File: config.mk
export PLATFORM = sky130hd
export DESIGN_NAME = exp_bus_ctrl
export DESIGN_NICKNAME = d
export VERILOG_FILES = /design/src/exp_bus_pkg.sv /design/src/sync_two_stage.sv /design/src/exp_bus_ctrl.sv
export SDC_FILE = /design/constraint.sdc
export NUM_CORES = 1
export LEC_CHECK = 0
export ABC_CLOCK_PERIOD_IN_PS = 7000
export BUFFER_PORTS_ARGS = -buffer_cell sky130_fd_sc_hd__buf_2
export CAP_MARGIN = 10
export CORE_AREA = 2 2 93 95
export DETAILED_ROUTE_END_ITERATION = 12
export DIE_AREA = 0 0 95 97
export GPL_ROUTABILITY_DRIVEN = 1
export GPL_TIMING_DRIVEN = 0
export PLACE_DENSITY = 0.84
export SLEW_MARGIN = 5
export SYNTH_ARGS = -nofsm -noshare
export SYNTH_HDL_FRONTEND = slang
export SYNTH_SLANG_ARGS = --single-unit
File: constraint.sdc
create_clock -name clk -period 7 [get_ports clk]
set_input_delay 1.4 -clock clk [delete_from_list [all_inputs] [get_ports clk]]
set_output_delay 1.4 -clock clk [all_outputs]
set_load 0.03 [all_outputs]
File: src/exp_bus_pkg.sv
// constants shared by the expansion bus write/wait controller
// assumes one bus clock domain; all counts are bus clock periods
package exp_bus_pkg;

   // ==========================================================
   // widths
   localparam int ADDR_W = 24;
   localparam int DATA_W = 16;
   localparam int CNT_W = 4;
   localparam int NUM_CS = 8;
   localparam int NUM_RDY = 4;

   // ==========================================================
   // chip select modes
   localparam logic [1:0] MODE_SPLIT = 2'h0;  // separate read/write strobes
   localparam logic [1:0] MODE_SHARED = 2'h1; // one strobe plus direction
   localparam logic [1:0] MODE_HOST = 2'h2;   // host port mode
   localparam logic [1:0] MODE_OFF = 2'h3;

   // ==========================================================
   // least settings in host port mode (phase = setting + 1)
   localparam logic [1:0] HOST_ADDR_MIN = 2'h2;
   localparam logic [1:0] HOST_SETUP_MIN = 2'h2;
   localparam logic [1:0] HOST_STROBE_MIN = 2'h1;

   // first ready line belongs to this chip select
   localparam logic [2:0] FIRST_READY_CS = 3'h4;

   // longest recovery in bus cycles
   localparam int RECOV_MAX_CYC = 17;

   // ==========================================================
   // values after reset
   localparam logic [CNT_W-1:0] CNT_RST = 4'h0;
   localparam logic [ADDR_W-1:0] ADDR_RST = 24'h000000;
   localparam logic [DATA_W-1:0] DATA_RST = 16'h0000;
   localparam logic [2:0] CS_RST = 3'h0;
   localparam logic [NUM_CS-1:0] CS_N_IDLE = 8'hff;

   typedef enum logic [2:0] {
      PH_IDLE,
      PH_ADDRESS,
      PH_SETUP,
      PH_STROBE,
      PH_HOLD,
      PH_RECOVERY
   } phase_t;

endpackage

File: src/sync_two_stage.sv
// two flip-flop synchroniser for pins entering the bus clock domain
// assumes inputs are asynchronous levels; first stage feeds only the second
`timescale 1ns/1ps
module sync_two_stage #(
   parameter int WIDTH = 1,
   parameter logic [WIDTH-1:0] RST_VAL = '0
)
(
   input wire logic clk,
   input wire logic rst_n,
   input wire logic [WIDTH-1:0] d,
   output logic [WIDTH-1:0] q
);

   logic [WIDTH-1:0] meta;

   // ==========================================================
   // double register
   always_ff @(posedge clk)
   begin
      if (!rst_n)
      begin
         meta <= RST_VAL;
         q <= RST_VAL;
      end
      else
      begin
         meta <= d;
         q <= meta;
      end
   end

endmodule // sync_two_stage

File: src/exp_bus_ctrl.sv
// expansion bus phase sequencer with wait and ready stalls
// assumes requests come from logic on clk; wait and ready lines are pins
//
// Overview of operation
// - host address setting at least two, three clocks
// - host setup setting at least two, three clocks
// - host strobe setting at least one, two clocks
// - recovery setting sets gap between accesses
// - ready stall holds address or strobe phase
// - one more clock after stall removed
// - all counts in bus clock periods
// - address with chip select, held 11-45 cycles
// - data strobe within 4 cycles of select
// - data strobe pulse 4 to 5 cycles
// - write data valid 4-5 cycles before rise
// - write data held 4-36 cycles after rise
// - recovery between host writes at most 17
// - shared wait usable on selects 0-7
// - wait ignored for synchronous split writes
// - early wait does not hold the strobe phase
// - zero setup and strobe disable wait
// - leave strobe only when counter reaches zero
// - wait acts only in strobe phase
// - selects 4-7 use ready 0-3, programmable polarity
`timescale 1ns/1ps
module exp_bus_ctrl
(
   input wire logic clk,
   input wire logic rst_n,
   // request side
   input wire logic req_valid,
   output logic req_ready,
   input wire logic req_write,
   input wire logic [2:0] req_cs,
   input wire logic [exp_bus_pkg::ADDR_W-1:0] req_addr,
   input wire logic [exp_bus_pkg::DATA_W-1:0] req_wdata,
   output logic [exp_bus_pkg::DATA_W-1:0] rd_data,
   output logic rd_valid,
   // configuration
   input wire logic [1:0] cfg_addr_phase,
   input wire logic [1:0] cfg_setup_phase,
   input wire logic [1:0] cfg_strobe_phase,
   input wire logic [1:0] cfg_hold_phase,
   input wire logic [3:0] cfg_recovery_phase,
   input wire logic [2*exp_bus_pkg::NUM_CS-1:0] cfg_cs_mode,
   input wire logic cfg_sync_split,
   input wire logic [exp_bus_pkg::NUM_RDY-1:0] cfg_ready_pol,
   // status
   output logic busy,
   output logic [2:0] phase_now,
   // bus pins
   output logic [exp_bus_pkg::NUM_CS-1:0] cs_n,
   output logic [exp_bus_pkg::ADDR_W-1:0] bus_addr,
   output logic [exp_bus_pkg::DATA_W-1:0] bus_wdata,
   output logic bus_data_oe,
   input wire logic [exp_bus_pkg::DATA_W-1:0] bus_rdata,
   output logic write_strobe_n,
   output logic read_strobe_n,
   output logic port_data_strobe_n,
   input wire logic shared_wait_n,
   input wire logic [exp_bus_pkg::NUM_RDY-1:0] per_cs_ready_lines
);

   // ==========================================================
   // declarations
   exp_bus_pkg::phase_t state, next_state;
   logic [exp_bus_pkg::CNT_W-1:0] cnt, next_cnt;
   logic [2:0] cur_cs;
   logic cur_write;
   logic cur_host;
   logic cur_wait_ok;
   logic wait_n_sync;
   logic [exp_bus_pkg::NUM_RDY-1:0] ready_sync;
   logic [exp_bus_pkg::NUM_RDY-1:0] stall_vec;
   logic port_ready_stall;
   logic stall_q;
   logic wait_eff;
   logic [1:0] req_mode;
   logic [1:0] t_addr, t_setup, t_strobe;
   logic hold_on;

   // ==========================================================
   // pin synchronisers
   sync_two_stage #(.WIDTH(1), .RST_VAL(1'b1)) u_wait_sync
   (
      .clk(clk),
      .rst_n(rst_n),
      .d(shared_wait_n),
      .q(wait_n_sync)
   );

   sync_two_stage #(.WIDTH(exp_bus_pkg::NUM_RDY), .RST_VAL(4'hf)) u_rdy_sync
   (
      .clk(clk),
      .rst_n(rst_n),
      .d(per_cs_ready_lines),
      .q(ready_sync)
   );

   // ==========================================================
   // stall decode
   // polarity bit gives the ready level
   assign stall_vec = ready_sync ^ cfg_ready_pol;
   // select 4 maps to line 0
   assign port_ready_stall = cur_host && cur_cs[2] && stall_vec[cur_cs[1:0]];
   assign hold_on = port_ready_stall || stall_q;
   // wait only counts in strobe phase
   assign wait_eff = !wait_n_sync && cur_wait_ok
                     && (state == exp_bus_pkg::PH_STROBE);

   // ==========================================================
   // setting clamps for the incoming access
   assign req_mode = cfg_cs_mode[2*req_cs +: 2];
   // address setting floor in host mode
   assign t_addr = (req_mode == exp_bus_pkg::MODE_HOST
                    && cfg_addr_phase < exp_bus_pkg::HOST_ADDR_MIN)
                   ? exp_bus_pkg::HOST_ADDR_MIN : cfg_addr_phase;
   // setup setting floor in host mode
   assign t_setup = (cur_host && cfg_setup_phase < exp_bus_pkg::HOST_SETUP_MIN)
                    ? exp_bus_pkg::HOST_SETUP_MIN : cfg_setup_phase;
   // strobe setting floor in host mode
   assign t_strobe = (cur_host && cfg_strobe_phase < exp_bus_pkg::HOST_STROBE_MIN)
                     ? exp_bus_pkg::HOST_STROBE_MIN : cfg_strobe_phase;

   // ==========================================================
   // phase sequencing; each phase lasts setting + 1 clocks
   // counter ticks once per bus clock
   always_comb
   begin
      next_state = state;
      next_cnt = cnt;
      case (state)
         exp_bus_pkg::PH_IDLE:
         begin
            if (req_valid && req_mode != exp_bus_pkg::MODE_OFF)
            begin
               next_state = exp_bus_pkg::PH_ADDRESS;
               next_cnt = {2'h0, t_addr};
            end
         end
         exp_bus_pkg::PH_ADDRESS:
         begin
            if (cnt != exp_bus_pkg::CNT_RST)
               next_cnt = cnt - 4'h1;
            else if (!hold_on)
            begin
               next_state = exp_bus_pkg::PH_SETUP;
               next_cnt = {2'h0, t_setup};
            end
         end
         exp_bus_pkg::PH_SETUP:
         begin
            if (cnt != exp_bus_pkg::CNT_RST)
               next_cnt = cnt - 4'h1;
            else
            begin
               next_state = exp_bus_pkg::PH_STROBE;
               next_cnt = {2'h0, t_strobe};
            end
         end
         exp_bus_pkg::PH_STROBE:
         begin
            // wait holds strobe; and counter must reach zero
            if (cnt != exp_bus_pkg::CNT_RST)
               next_cnt = cnt - 4'h1;
            else if (!wait_eff && !hold_on)
            begin
               next_state = exp_bus_pkg::PH_HOLD;
               next_cnt = {2'h0, cfg_hold_phase};
            end
         end
         exp_bus_pkg::PH_HOLD:
         begin
            if (cnt != exp_bus_pkg::CNT_RST)
               next_cnt = cnt - 4'h1;
            else
            begin
               next_state = exp_bus_pkg::PH_RECOVERY;
               next_cnt = cfg_recovery_phase;
            end
         end
         exp_bus_pkg::PH_RECOVERY:
         begin
            // recovery gap; at most 16 clocks fits 17
            if (cnt != exp_bus_pkg::CNT_RST)
               next_cnt = cnt - 4'h1;
            else
               next_state = exp_bus_pkg::PH_IDLE;
         end
         default:
         begin
            next_state = exp_bus_pkg::PH_IDLE;
            next_cnt = exp_bus_pkg::CNT_RST;
         end
      endcase
   end

   // ==========================================================
   // phase register and counter
   always_ff @(posedge clk)
   begin
      if (!rst_n)
      begin
         state <= exp_bus_pkg::PH_IDLE;
         cnt <= exp_bus_pkg::CNT_RST;
         stall_q <= 1'b0;
      end
      else
      begin
         state <= next_state;
         cnt <= next_cnt;
         stall_q <= port_ready_stall;
      end
   end

   // ==========================================================
   // access capture; address and data stay put until next access
   always_ff @(posedge clk)
   begin
      if (!rst_n)
      begin
         cur_cs <= exp_bus_pkg::CS_RST;
         cur_write <= 1'b0;
         cur_host <= 1'b0;
         cur_wait_ok <= 1'b0;
         bus_addr <= exp_bus_pkg::ADDR_RST;
         bus_wdata <= exp_bus_pkg::DATA_RST;
      end
      else if (state == exp_bus_pkg::PH_IDLE && next_state == exp_bus_pkg::PH_ADDRESS)
      begin
         cur_cs <= req_cs;
         cur_write <= req_write;
         cur_host <= (req_mode == exp_bus_pkg::MODE_HOST);
         // wait allowed for split and shared modes only
         cur_wait_ok <= (req_mode == exp_bus_pkg::MODE_SPLIT
                         || req_mode == exp_bus_pkg::MODE_SHARED)
                        && !(req_write && cfg_sync_split
                             && req_mode == exp_bus_pkg::MODE_SPLIT)
                        && !(cfg_setup_phase == 2'h0 && cfg_strobe_phase == 2'h0);
         bus_addr <= req_addr;
         // data stays until the next access replaces it
         bus_wdata <= req_wdata;
      end
   end

   // ==========================================================
   // pin drive, all from flops
   always_ff @(posedge clk)
   begin
      if (!rst_n)
      begin
         cs_n <= exp_bus_pkg::CS_N_IDLE;
         bus_data_oe <= 1'b0;
         write_strobe_n <= 1'b1;
         read_strobe_n <= 1'b1;
         port_data_strobe_n <= 1'b1;
      end
      else
      begin
         // select held address through hold phase
         cs_n <= exp_bus_pkg::CS_N_IDLE;
         if (next_state inside {exp_bus_pkg::PH_ADDRESS, exp_bus_pkg::PH_SETUP,
                                exp_bus_pkg::PH_STROBE, exp_bus_pkg::PH_HOLD})
            cs_n[next_state == exp_bus_pkg::PH_ADDRESS ? req_cs_sel() : cur_cs] <= 1'b0;
         bus_data_oe <= cur_write_sel() && next_state != exp_bus_pkg::PH_IDLE;
         write_strobe_n <= !(next_state == exp_bus_pkg::PH_STROBE
                             && !host_sel() && cur_write_sel());
         read_strobe_n <= !(next_state == exp_bus_pkg::PH_STROBE
                            && !host_sel() && !cur_write_sel());
         // host strobe spans setup and strobe phases
         port_data_strobe_n <= !(host_sel()
                                 && (next_state == exp_bus_pkg::PH_SETUP
                                     || next_state == exp_bus_pkg::PH_STROBE));
      end
   end

   // select the access attributes valid for the coming cycle
   function automatic logic [2:0] req_cs_sel();
      return (state == exp_bus_pkg::PH_IDLE) ? req_cs : cur_cs;
   endfunction

   function automatic logic cur_write_sel();
      return (state == exp_bus_pkg::PH_IDLE) ? req_write : cur_write;
   endfunction

   function automatic logic host_sel();
      return (state == exp_bus_pkg::PH_IDLE)
             ? (req_mode == exp_bus_pkg::MODE_HOST) : cur_host;
   endfunction

   // ==========================================================
   // read capture at the end of the strobe phase
   always_ff @(posedge clk)
   begin
      if (!rst_n)
      begin
         rd_data <= exp_bus_pkg::DATA_RST;
         rd_valid <= 1'b0;
      end
      else
      begin
         rd_valid <= 1'b0;
         if (state == exp_bus_pkg::PH_STROBE && next_state == exp_bus_pkg::PH_HOLD
             && !cur_write)
         begin
            rd_data <= bus_rdata;
            rd_valid <= 1'b1;
         end
      end
   end

   // status and handshake
   assign req_ready = (state == exp_bus_pkg::PH_IDLE);
   assign busy = (state != exp_bus_pkg::PH_IDLE);
   assign phase_now = state;

   // ==========================================================
   // checks
   // host address phase at least three clocks
   a_host_addr_len: assert property (@(posedge clk) disable iff (!rst_n)
      $rose(state == exp_bus_pkg::PH_ADDRESS) && cur_host
      |-> (state == exp_bus_pkg::PH_ADDRESS) [*3])
      else $error("host address phase too short");

   // host setup phase at least three clocks
   a_host_setup_len: assert property (@(posedge clk) disable iff (!rst_n)
      $rose(state == exp_bus_pkg::PH_SETUP) && cur_host
      |-> (state == exp_bus_pkg::PH_SETUP) [*3])
      else $error("host setup phase too short");

   // host strobe phase at least two clocks
   a_host_strobe_len: assert property (@(posedge clk) disable iff (!rst_n)
      $rose(state == exp_bus_pkg::PH_STROBE) && cur_host
      |-> (state == exp_bus_pkg::PH_STROBE) [*2])
      else $error("host strobe phase too short");

   a_stall_holds: assert property (@(posedge clk) disable iff (!rst_n)
      state == exp_bus_pkg::PH_ADDRESS && port_ready_stall
      |=> state == exp_bus_pkg::PH_ADDRESS)
      else $error("left address phase under stall");

   // one extra clock after stall drops
   a_stall_extra: assert property (@(posedge clk) disable iff (!rst_n)
      state == exp_bus_pkg::PH_STROBE && $fell(port_ready_stall)
      |=> state == exp_bus_pkg::PH_STROBE)
      else $error("no extra clock after stall");

   // host strobe pulse lasts at least four clocks
   a_pulse_width: assert property (@(posedge clk) disable iff (!rst_n)
      $fell(port_data_strobe_n) |-> (!port_data_strobe_n) [*4])
      else $error("data strobe pulse too short");

   a_recov_bound: assert property (@(posedge clk) disable iff (!rst_n)
      $rose(state == exp_bus_pkg::PH_RECOVERY)
      |-> ##[1:17] state != exp_bus_pkg::PH_RECOVERY)
      else $error("recovery too long");

   a_wait_holds: assert property (@(posedge clk) disable iff (!rst_n)
      wait_eff |=> state == exp_bus_pkg::PH_STROBE)
      else $error("left strobe phase under wait");

   // sync split writes ignore wait
   a_wait_ignored: assert property (@(posedge clk) disable iff (!rst_n)
      state == exp_bus_pkg::PH_STROBE && cnt == exp_bus_pkg::CNT_RST
      && cur_write && cfg_sync_split && !cur_host && !hold_on
      && cfg_cs_mode[2*cur_cs +: 2] == exp_bus_pkg::MODE_SPLIT
      |=> state == exp_bus_pkg::PH_HOLD)
      else $error("wait not ignored for sync write");

   // strobe exits only at zero count
   a_exit_at_zero: assert property (@(posedge clk) disable iff (!rst_n)
      state == exp_bus_pkg::PH_STROBE && cnt != exp_bus_pkg::CNT_RST
      |=> state == exp_bus_pkg::PH_STROBE)
      else $error("strobe left before count done");

   // select 4 stalls on line 0
   a_ready_map: assert property (@(posedge clk) disable iff (!rst_n)
      state == exp_bus_pkg::PH_ADDRESS && cur_host && cur_cs == 3'h4
      && stall_vec[0] |=> state == exp_bus_pkg::PH_ADDRESS)
      else $error("ready line 0 ignored for select 4");

endmodule // exp_bus_ctrl

; ---- Word level (Yosys, flattened, before mapping)
; Index checks and enable logic that the tools add are counted.
[word_totals]
register_bits = 93
inputBits = 101
output_inout_bits = 74
elab_cells = 123
[op_classes]
add_sub_neg = 1
n_lt_le_gt_ge = 6
eq_ne = 16
shift = 1
mux = 30
n_bitwise = 2
reduce_logical = 47
[ops]
columns = operator, count
row1 = $mux 4, 8
row2 = $mux 3, 10
row3 = $pmux 4 s6, 1
row4 = $logic_and 1x1->1, 23
row5 = $pmux 3 s6, 1
row6 = $shiftx 16x5->2, 1
row7 = $eq 3x2->1 const B, 4
row8 = $logic_not 1->1, 11
row9 = $eq 3x3->1 const B, 3
row10 = $not 8->8, 1
row11 = $reduce_bool 4->1, 2
row12 = $eq 3x1->1 const B, 2
row13 = $logic_not 2->1, 3
row14 = $mux 2, 3
row15 = $ne 3x3->1 const B, 2
row16 = $reduce_bool 3->1, 2
row17 = $mux 1, 5
row18 = $lt 2x2->1 const B, 2
row19 = $lt 3x4->1 const B, 1
row20 = $ne 2x2->1 const B, 2
row21 = $reduce_and 4->1, 1
row22 = $sub 4x1->4 const B, 1
row23 = $xor 4x4->4, 1
row24 = $demux 1 s3, 1
row25 = other kinds (10), 12

; ---- Logic depth before layout (Yosys ltp)
[logic_depth]
ltp_word = 17
ltp_mapped = 9
ltp_nobuf = 8

; ---- By module
; From an unflattened synthesis, not the netlist that was laid out.
[unflattened]
hier_cells = 464
area_unflattened_um2 = 4052.6
[by_module_without_submodules]
columns = mod, n_inst, cells_per_inst, area_per_inst_um2
row1 = exp_bus_ctrl, 1, 444, 3789.9
row2 = sync_two_stage (u_rdy_sync), 1, 16, 210.2
row3 = sync_two_stage (u_wait_sync), 1, 4, 52.6

; ---- Least setup slack after synthesis
; OpenSTA, ideal clock, no wires.
[synth_timing]
path_type = input port to flip-flop
start = input port req_cs[0]
end = register read_strobe_n
t_arrival_ns = 3.226
required_ns = 6.877
path_slack_ns = 3.651
cell_stages = 7
n_path_buf = 1
path_cell_list = buf_6 mux4_2 a211o_1 and3_4 a311o_1 nor4_2 nand2b_1
[synth_between]
elab_chain_cells = 9
word_cells_on_any_way = 12
[synth_lines]
columns = element, line_no
row1 = start: declaration, exp_bus_ctrl.sv:34  ; input wire logic [2:0] req_cs,
row2 = $shiftx 16x5->2 *, exp_bus_ctrl.sv:113  ; assign req_mode = cfg_cs_mode[2*req_cs +: 2];
row3 = $ne 2x2->1, exp_bus_ctrl.sv:135  ; if (req_valid && req_mode != exp_bus_pkg::MODE_OFF)
row4 = $logic_and 1x1->1, exp_bus_ctrl.sv:135
row5 = $mux 3, exp_bus_ctrl.sv:135
row6 = $pmux 3 s6, exp_bus_ctrl.sv:132  ; case (state)
row7 = $eq 3x2->1, exp_bus_ctrl.sv:268  ; read_strobe_n <= !(next_state == exp_bus_pkg::PH_STROBE
row8 = $logic_and 1x1->1 * (2 in series), exp_bus_ctrl.sv:269  ; && !host_sel() && !cur_write_sel());
row9 = $logic_not 1->1 *, exp_bus_ctrl.sv:268
row10 = end signal: assignment, exp_bus_ctrl.sv:268
row11 = end: declaration, exp_bus_ctrl.sv:58  ; output logic read_strobe_n,
; Every way passes the cells marked *; elsewhere a longest branch is shown, timed or not.
; A chain may end at the register's enable or synchronous reset.

; ---- Worst setup path in the final report
[layout_timing]
start = input port cfg_ready_pol[0] in the netlist's numbering
end = register cs_n[2] in the netlist's numbering
[layout_between]
elab_chain_cells = 17
word_cells_on_any_way = 25
[layout_lines]
columns = element, line_no
row1 = start: declaration, exp_bus_ctrl.sv:47  ; input wire logic [exp_bus_pkg::NUM_RDY-1:0] cfg_ready_pol,
row2 = $xor 4x4->4 *, exp_bus_ctrl.sv:103  ; assign stall_vec = ready_sync ^ cfg_ready_pol;
row3 = $bmux 1 s2 *, exp_bus_ctrl.sv:105  ; assign port_ready_stall = cur_host && cur_cs[2] && stall_vec[cur_cs[1:0]];
row4 = $mux 1 (not written as such) *, exp_bus_ctrl.sv:105
row5 = $logic_and 1x1->1 *, exp_bus_ctrl.sv:105
row6 = $logic_or 1x1->1 *, exp_bus_ctrl.sv:106  ; assign hold_on = port_ready_stall || stall_q;
row7 = $logic_not 1->1, exp_bus_ctrl.sv:166  ; else if (!wait_eff && !hold_on)
row8 = $logic_and 1x1->1, exp_bus_ctrl.sv:166
row9 = $mux 3, exp_bus_ctrl.sv:166
row10 = $mux 3, exp_bus_ctrl.sv:164  ; if (cnt != exp_bus_pkg::CNT_RST)
row11 = $pmux 3 s6 *, exp_bus_ctrl.sv:132
row12 = $eq 3x1->1, "exp_bus_ctrl.sv:262, exp_bus_ctrl.sv:264"
row13 = $mux 3, exp_bus_ctrl.sv:264  ; cs_n[next_state == exp_bus_pkg::PH_ADDRESS ? req_cs_sel() : cur_cs] <= 1'b0;
row14 = $lt 3x4->1 (not written as such) / $ge 3x1->1 (equally long branches), exp_bus_ctrl.sv:264
row15 = $logic_and 1x1->1 (not written as such), exp_bus_ctrl.sv:264
row16 = $mux 1, exp_bus_ctrl.sv:264
row17 = $demux 1 s3, exp_bus_ctrl.sv:264
row18 = $not 8->8 (no source line), -
row19 = end signal: assignment, exp_bus_ctrl.sv:252  ; cs_n <= exp_bus_pkg::CS_N_IDLE;
row20 = end signal: assignment, exp_bus_ctrl.sv:261  ; cs_n <= exp_bus_pkg::CS_N_IDLE;
row21 = end: declaration, exp_bus_ctrl.sv:52  ; output logic [exp_bus_pkg::NUM_CS-1:0] cs_n,
; Every way passes the cells marked *; elsewhere a longest branch is shown, timed or not. The select of a mux whose other input is x is not followed.

==> flow_summary.json <==
{
  "run_status": "finished clean",
  "synth_unique_cells": 59,
  "number_of_enable_type_register_cells_in_the_synthesized_netlist": 0,
  "period_minus_slack_ns": 3.386,
  "cts_tree": "done",
  "worstHoldStart": "u_rdy_sync.meta[2]",
  "initial_utilization": 0.5125,
  "worstPathCellList": "buf_2 -> xor2_1 -> o311ai_0 -> a211oi_1 -> o31ai_1 -> nor3_1 -> mux2i_1",
  "maximum_number_of_buffers_from_clock_root_to_sink": 2,
  "io_buffers": 172,
  "worst_r2r_path_depth": 7,
  "fp.dieArea_sq_mm": 0.009215,
  "min_delay_worst_endpoint": "u_rdy_sync.q[2]",
  "min_path_type": "reg -> reg",
  "first_global_vias": 4069,
  "setup_tns_ns": 0,
  "netlist_instances": 489,
  "finalWeightedCongestion": 0.8690,
  "postCtsResizedCells": 0,
  "crit_path_end_kind": "flip-flop",
  "floorplan.die.width_um": 95,
  "dp_hpwl_um": 8898,
  "total_wire_length_after_detailed_routing_um": 11360,
  "worst-endpoint-required_ns": 7.28,
  "power_density_mw_per_mm2": 326.4,
  "average_detailed_routed_wire_length_per_instance_um": 14.50,
  "postSynth.topFlopCell": "sky130_fd_sc_hd__dfxtp_1",
  "grt_max_degree": 18,
  "syn_avg_cell_area_sq_um": 8.526,
  "leakage_nw": 2.514,
  "rows": 33,
  "fin_worst_hold_slack_ns": 0.4149,
  "cts_hold_buf": 0,
  "ir_drop_v": 0.0001502,
  "path_clk_slew_ns": 0.10,
  "grt_usage": 0.2471,
  "ys.warnings.count": 0,
  "setup_viol": 0,
  "startpoint_type": "input pin",
  "measured_slew_at_the_worst_slew_check_pin_ns": 1.234,
  "timing_max_transition_violations_final": 0,
  "area_of_the_core_sq_mm": 0.008134,
  "vias_per_cell": 5.360,
  "worst_clock_skew_ns": 0.01318,
  "detail-route-antenna-nets": 0,
  "grt_setup_unrepaired": "false",
  "dp_worst_setup_slack_ns": 3.280,
  "route.detailed.drc": 0,
  "numClockSinks": 93,
  "mappedNetlistNets": 592,
  "die_y_um": 97,
  "delay_of_the_slowest_cell_on_the_worst_path_ns": 1.05,
  "layout-area-overhead-vs-synth_pct": 28.15,
  "worstSkewPairLatency_ns": 0.36,
  "gr-total-overflow": 0,
  "critical_path.reg2reg.endpoint": "cs_n[2]",
  "async_flop_share": 0,
  "num_io_pins": 175,
  "cts_setup_buffers": 0,
  "grt_pass1_wl_um": 18410,
  "slew_headroom": 0.1704,
  "cp_top_family": "compound AO/OA/AOI/OAI gates",
  "post-route-worst-setup-slack_ns": 3.614,
  "synth_seq_cells": 93,
  "grt_antenna_before_repair": 1,
  "finalCoreUtilization": 0.6568,
  "hold-path-cell-count": 1,
  "drt-initial-drc-count": 170,
  "finalHoldViolations": 0,
  "vias": 4197,
  "htree_levels": 3,
  "max-cap-violations": 0,
  "cts_root_buf": "sky130_fd_sc_hd__clkbuf_8",
  "rrSetupSlack_ns": 4.31,
  "cp.buffers_inverters": 1,
  "critical_path_arrival_ns": 3.67,
  "drtPass1Iterations": 5,
  "cts_made_buffers": 9,
  "worstReg2RegStart": "phase_now[2]",
  "final_layout_size_suffix_gt1_frac": 0.3102,
  "maxClockFrequency_mhz": 295.3,
  "worst-setup-path-type": "in -> reg",
  "final_min_period_over_clock_period": 0.4837,
  "final_net_count": 775,
  "post_synth_instance_area_sq_mm": 0.004169,
  "synth.yosys.seq_area_share": 0.4466,
  "cpMaxStageDelayCell": "sky130_fd_sc_hd__o31ai_1",
  "critical_path.max_fanout": 9
}
## synth_stat cells, types with 3 or more instances
master / n / share of area
sky130_fd_sc_hd__nand2_1: 105 / 0.095
sky130_fd_sc_hd__dfxtp_1: 93 / 0.45
sky130_fd_sc_hd__a21oi_1: 50 / 0.060
sky130_fd_sc_hd__nor2_1: 36 / 0.032
sky130_fd_sc_hd__mux2i_1: 35 / 0.084
sky130_fd_sc_hd__clkbuf_1: 25 / 0.023
sky130_fd_sc_hd__nor3_1: 21 / 0.025
sky130_fd_sc_hd__nand2b_1: 14 / 0.021
sky130_fd_sc_hd__inv_1: 9 / 0.0081
sky130_fd_sc_hd__o21ai_0: 7 / 0.0084
sky130_fd_sc_hd__nand3_1: 6 / 0.0072
sky130_fd_sc_hd__a31oi_1: 5 / 0.0075
sky130_fd_sc_hd__mux2_2: 5 / 0.014
sky130_fd_sc_hd__mux4_2: 4 / 0.022
sky130_fd_sc_hd__nor4_1: 4 / 0.0060
sky130_fd_sc_hd__xor2_1: 4 / 0.0084
sky130_fd_sc_hd__a211o_1: 3 / 0.0063
sky130_fd_sc_hd__a22oi_1: 3 / 0.0054
sky130_fd_sc_hd__a41oi_1: 3 / 0.0063
sky130_fd_sc_hd__buf_2: 3 / 0.0036
sky130_fd_sc_hd__nor2b_1: 3 / 0.0045
sky130_fd_sc_hd__o211ai_1: 3 / 0.0054
sky130_fd_sc_hd__o31ai_1: 3 / 0.0054
## cell families (layout without fill, tap and decap cells)
group                    count (synthesis)  after routing  share of synthesized area
adder cells (fa/ha/maj)                  2              2                   0.006001
multiplexers                            46             46                     0.1254
other                                    0              1                          0
AO/OA/AOI/OAI                           99             99                     0.1525
flip-flops                              93             93                     0.4466
buffers and inverters                   42            230                    0.04231
XOR/XNOR                                 6              6                    0.01260
AND/OR/NAND/NOR                        201            201                     0.2146
## cell type report
cell class                      instances  area [sq um]
Fill cell                             731          2791
Multi-Input combinational cell        354          2131
Sequential cell                        93          1862
Timing Repair Buffer                  172         860.8
Buffer                                 30         131.4
Tap cell                              105         131.4
Clock buffer                            9         123.9
Clock inverter                          7         55.05
Inverter                               12         45.04
Antenna cell                            1         2.502
## how the worst max path moves through the flow
stage | slack, ns | startpoint | depth (start not counted) | end
floorplan | 3.65 | req_cs[0] | 7 | read_strobe_n
global placement | 3.36 | req_cs[0] | 8 | cs_n[4]
detailed placement | 3.28 | cfg_ready_pol[0] | 7 | cs_n[2]
CTS | 3.66 | cfg_ready_pol[0] | 7 | cs_n[2]
global route | 3.53 | cfg_ready_pol[0] | 7 | cs_n[2]
finish | 3.61 | cfg_ready_pol[0] | 7 | cs_n[2]
## state kept, by name (all words and copies together) (netlist names), 3 cells and up
signal,flops
u_rdy_sync.q,4
rd_data,16
cur_cs,3
bus_wdata,16
u_rdy_sync.meta,4
cnt,4
cs_n,8
bus_addr,24
phase_now,3
## layout by cell type, fill, tap and decap left out, drive strengths merged, types with 4 or more instances in the layout
cell type	synthesis	final
mux2i	35	35
clkbuf	25	34
xor2	4	4
nand2b	14	14
inv	10	13
mux4	4	4
nand2	105	105
dfxtp	93	93
nor4	5	5
o21ai	8	8
mux2	7	7
nand3	6	6
a21oi	51	51
nor3	21	21
nor2	36	36
buf	5	177
a31oi	5	5
clkinv	2	4
## layer usage
metal | GRT usage | up-vias | wire length (um)
li1 | - | 2066 | -
met1 | 0.2925 | 1921 | 4485
met2 | 0.4239 | 181 | 5702
met3 | 0.04984 | 29 | 880
met4 | 0.1115 | 0 | 286
met5 | 0 | - | 0
## report_power, final
part	total (mW)	switching, mW	internal [mW]
registers	0.651	0.0473	0.604
logic	0.763	0.494	0.269
clock network	0.329	0.196	0.133
total	1.74	0.738	1.01
## through the flow
stage,cell area (sq um),instances,power (mW)
2_1_floorplan,4169,489,1.215
3_3_place_gp,5161,766,1.401
3_5_place_dp,5161,766,1.419
4_1_cts,5340,782,1.751
5_1_grt,5343,783,1.856
6_report,5343,783,1.744
No activity file was read; power rests on OpenSTA's default activity.
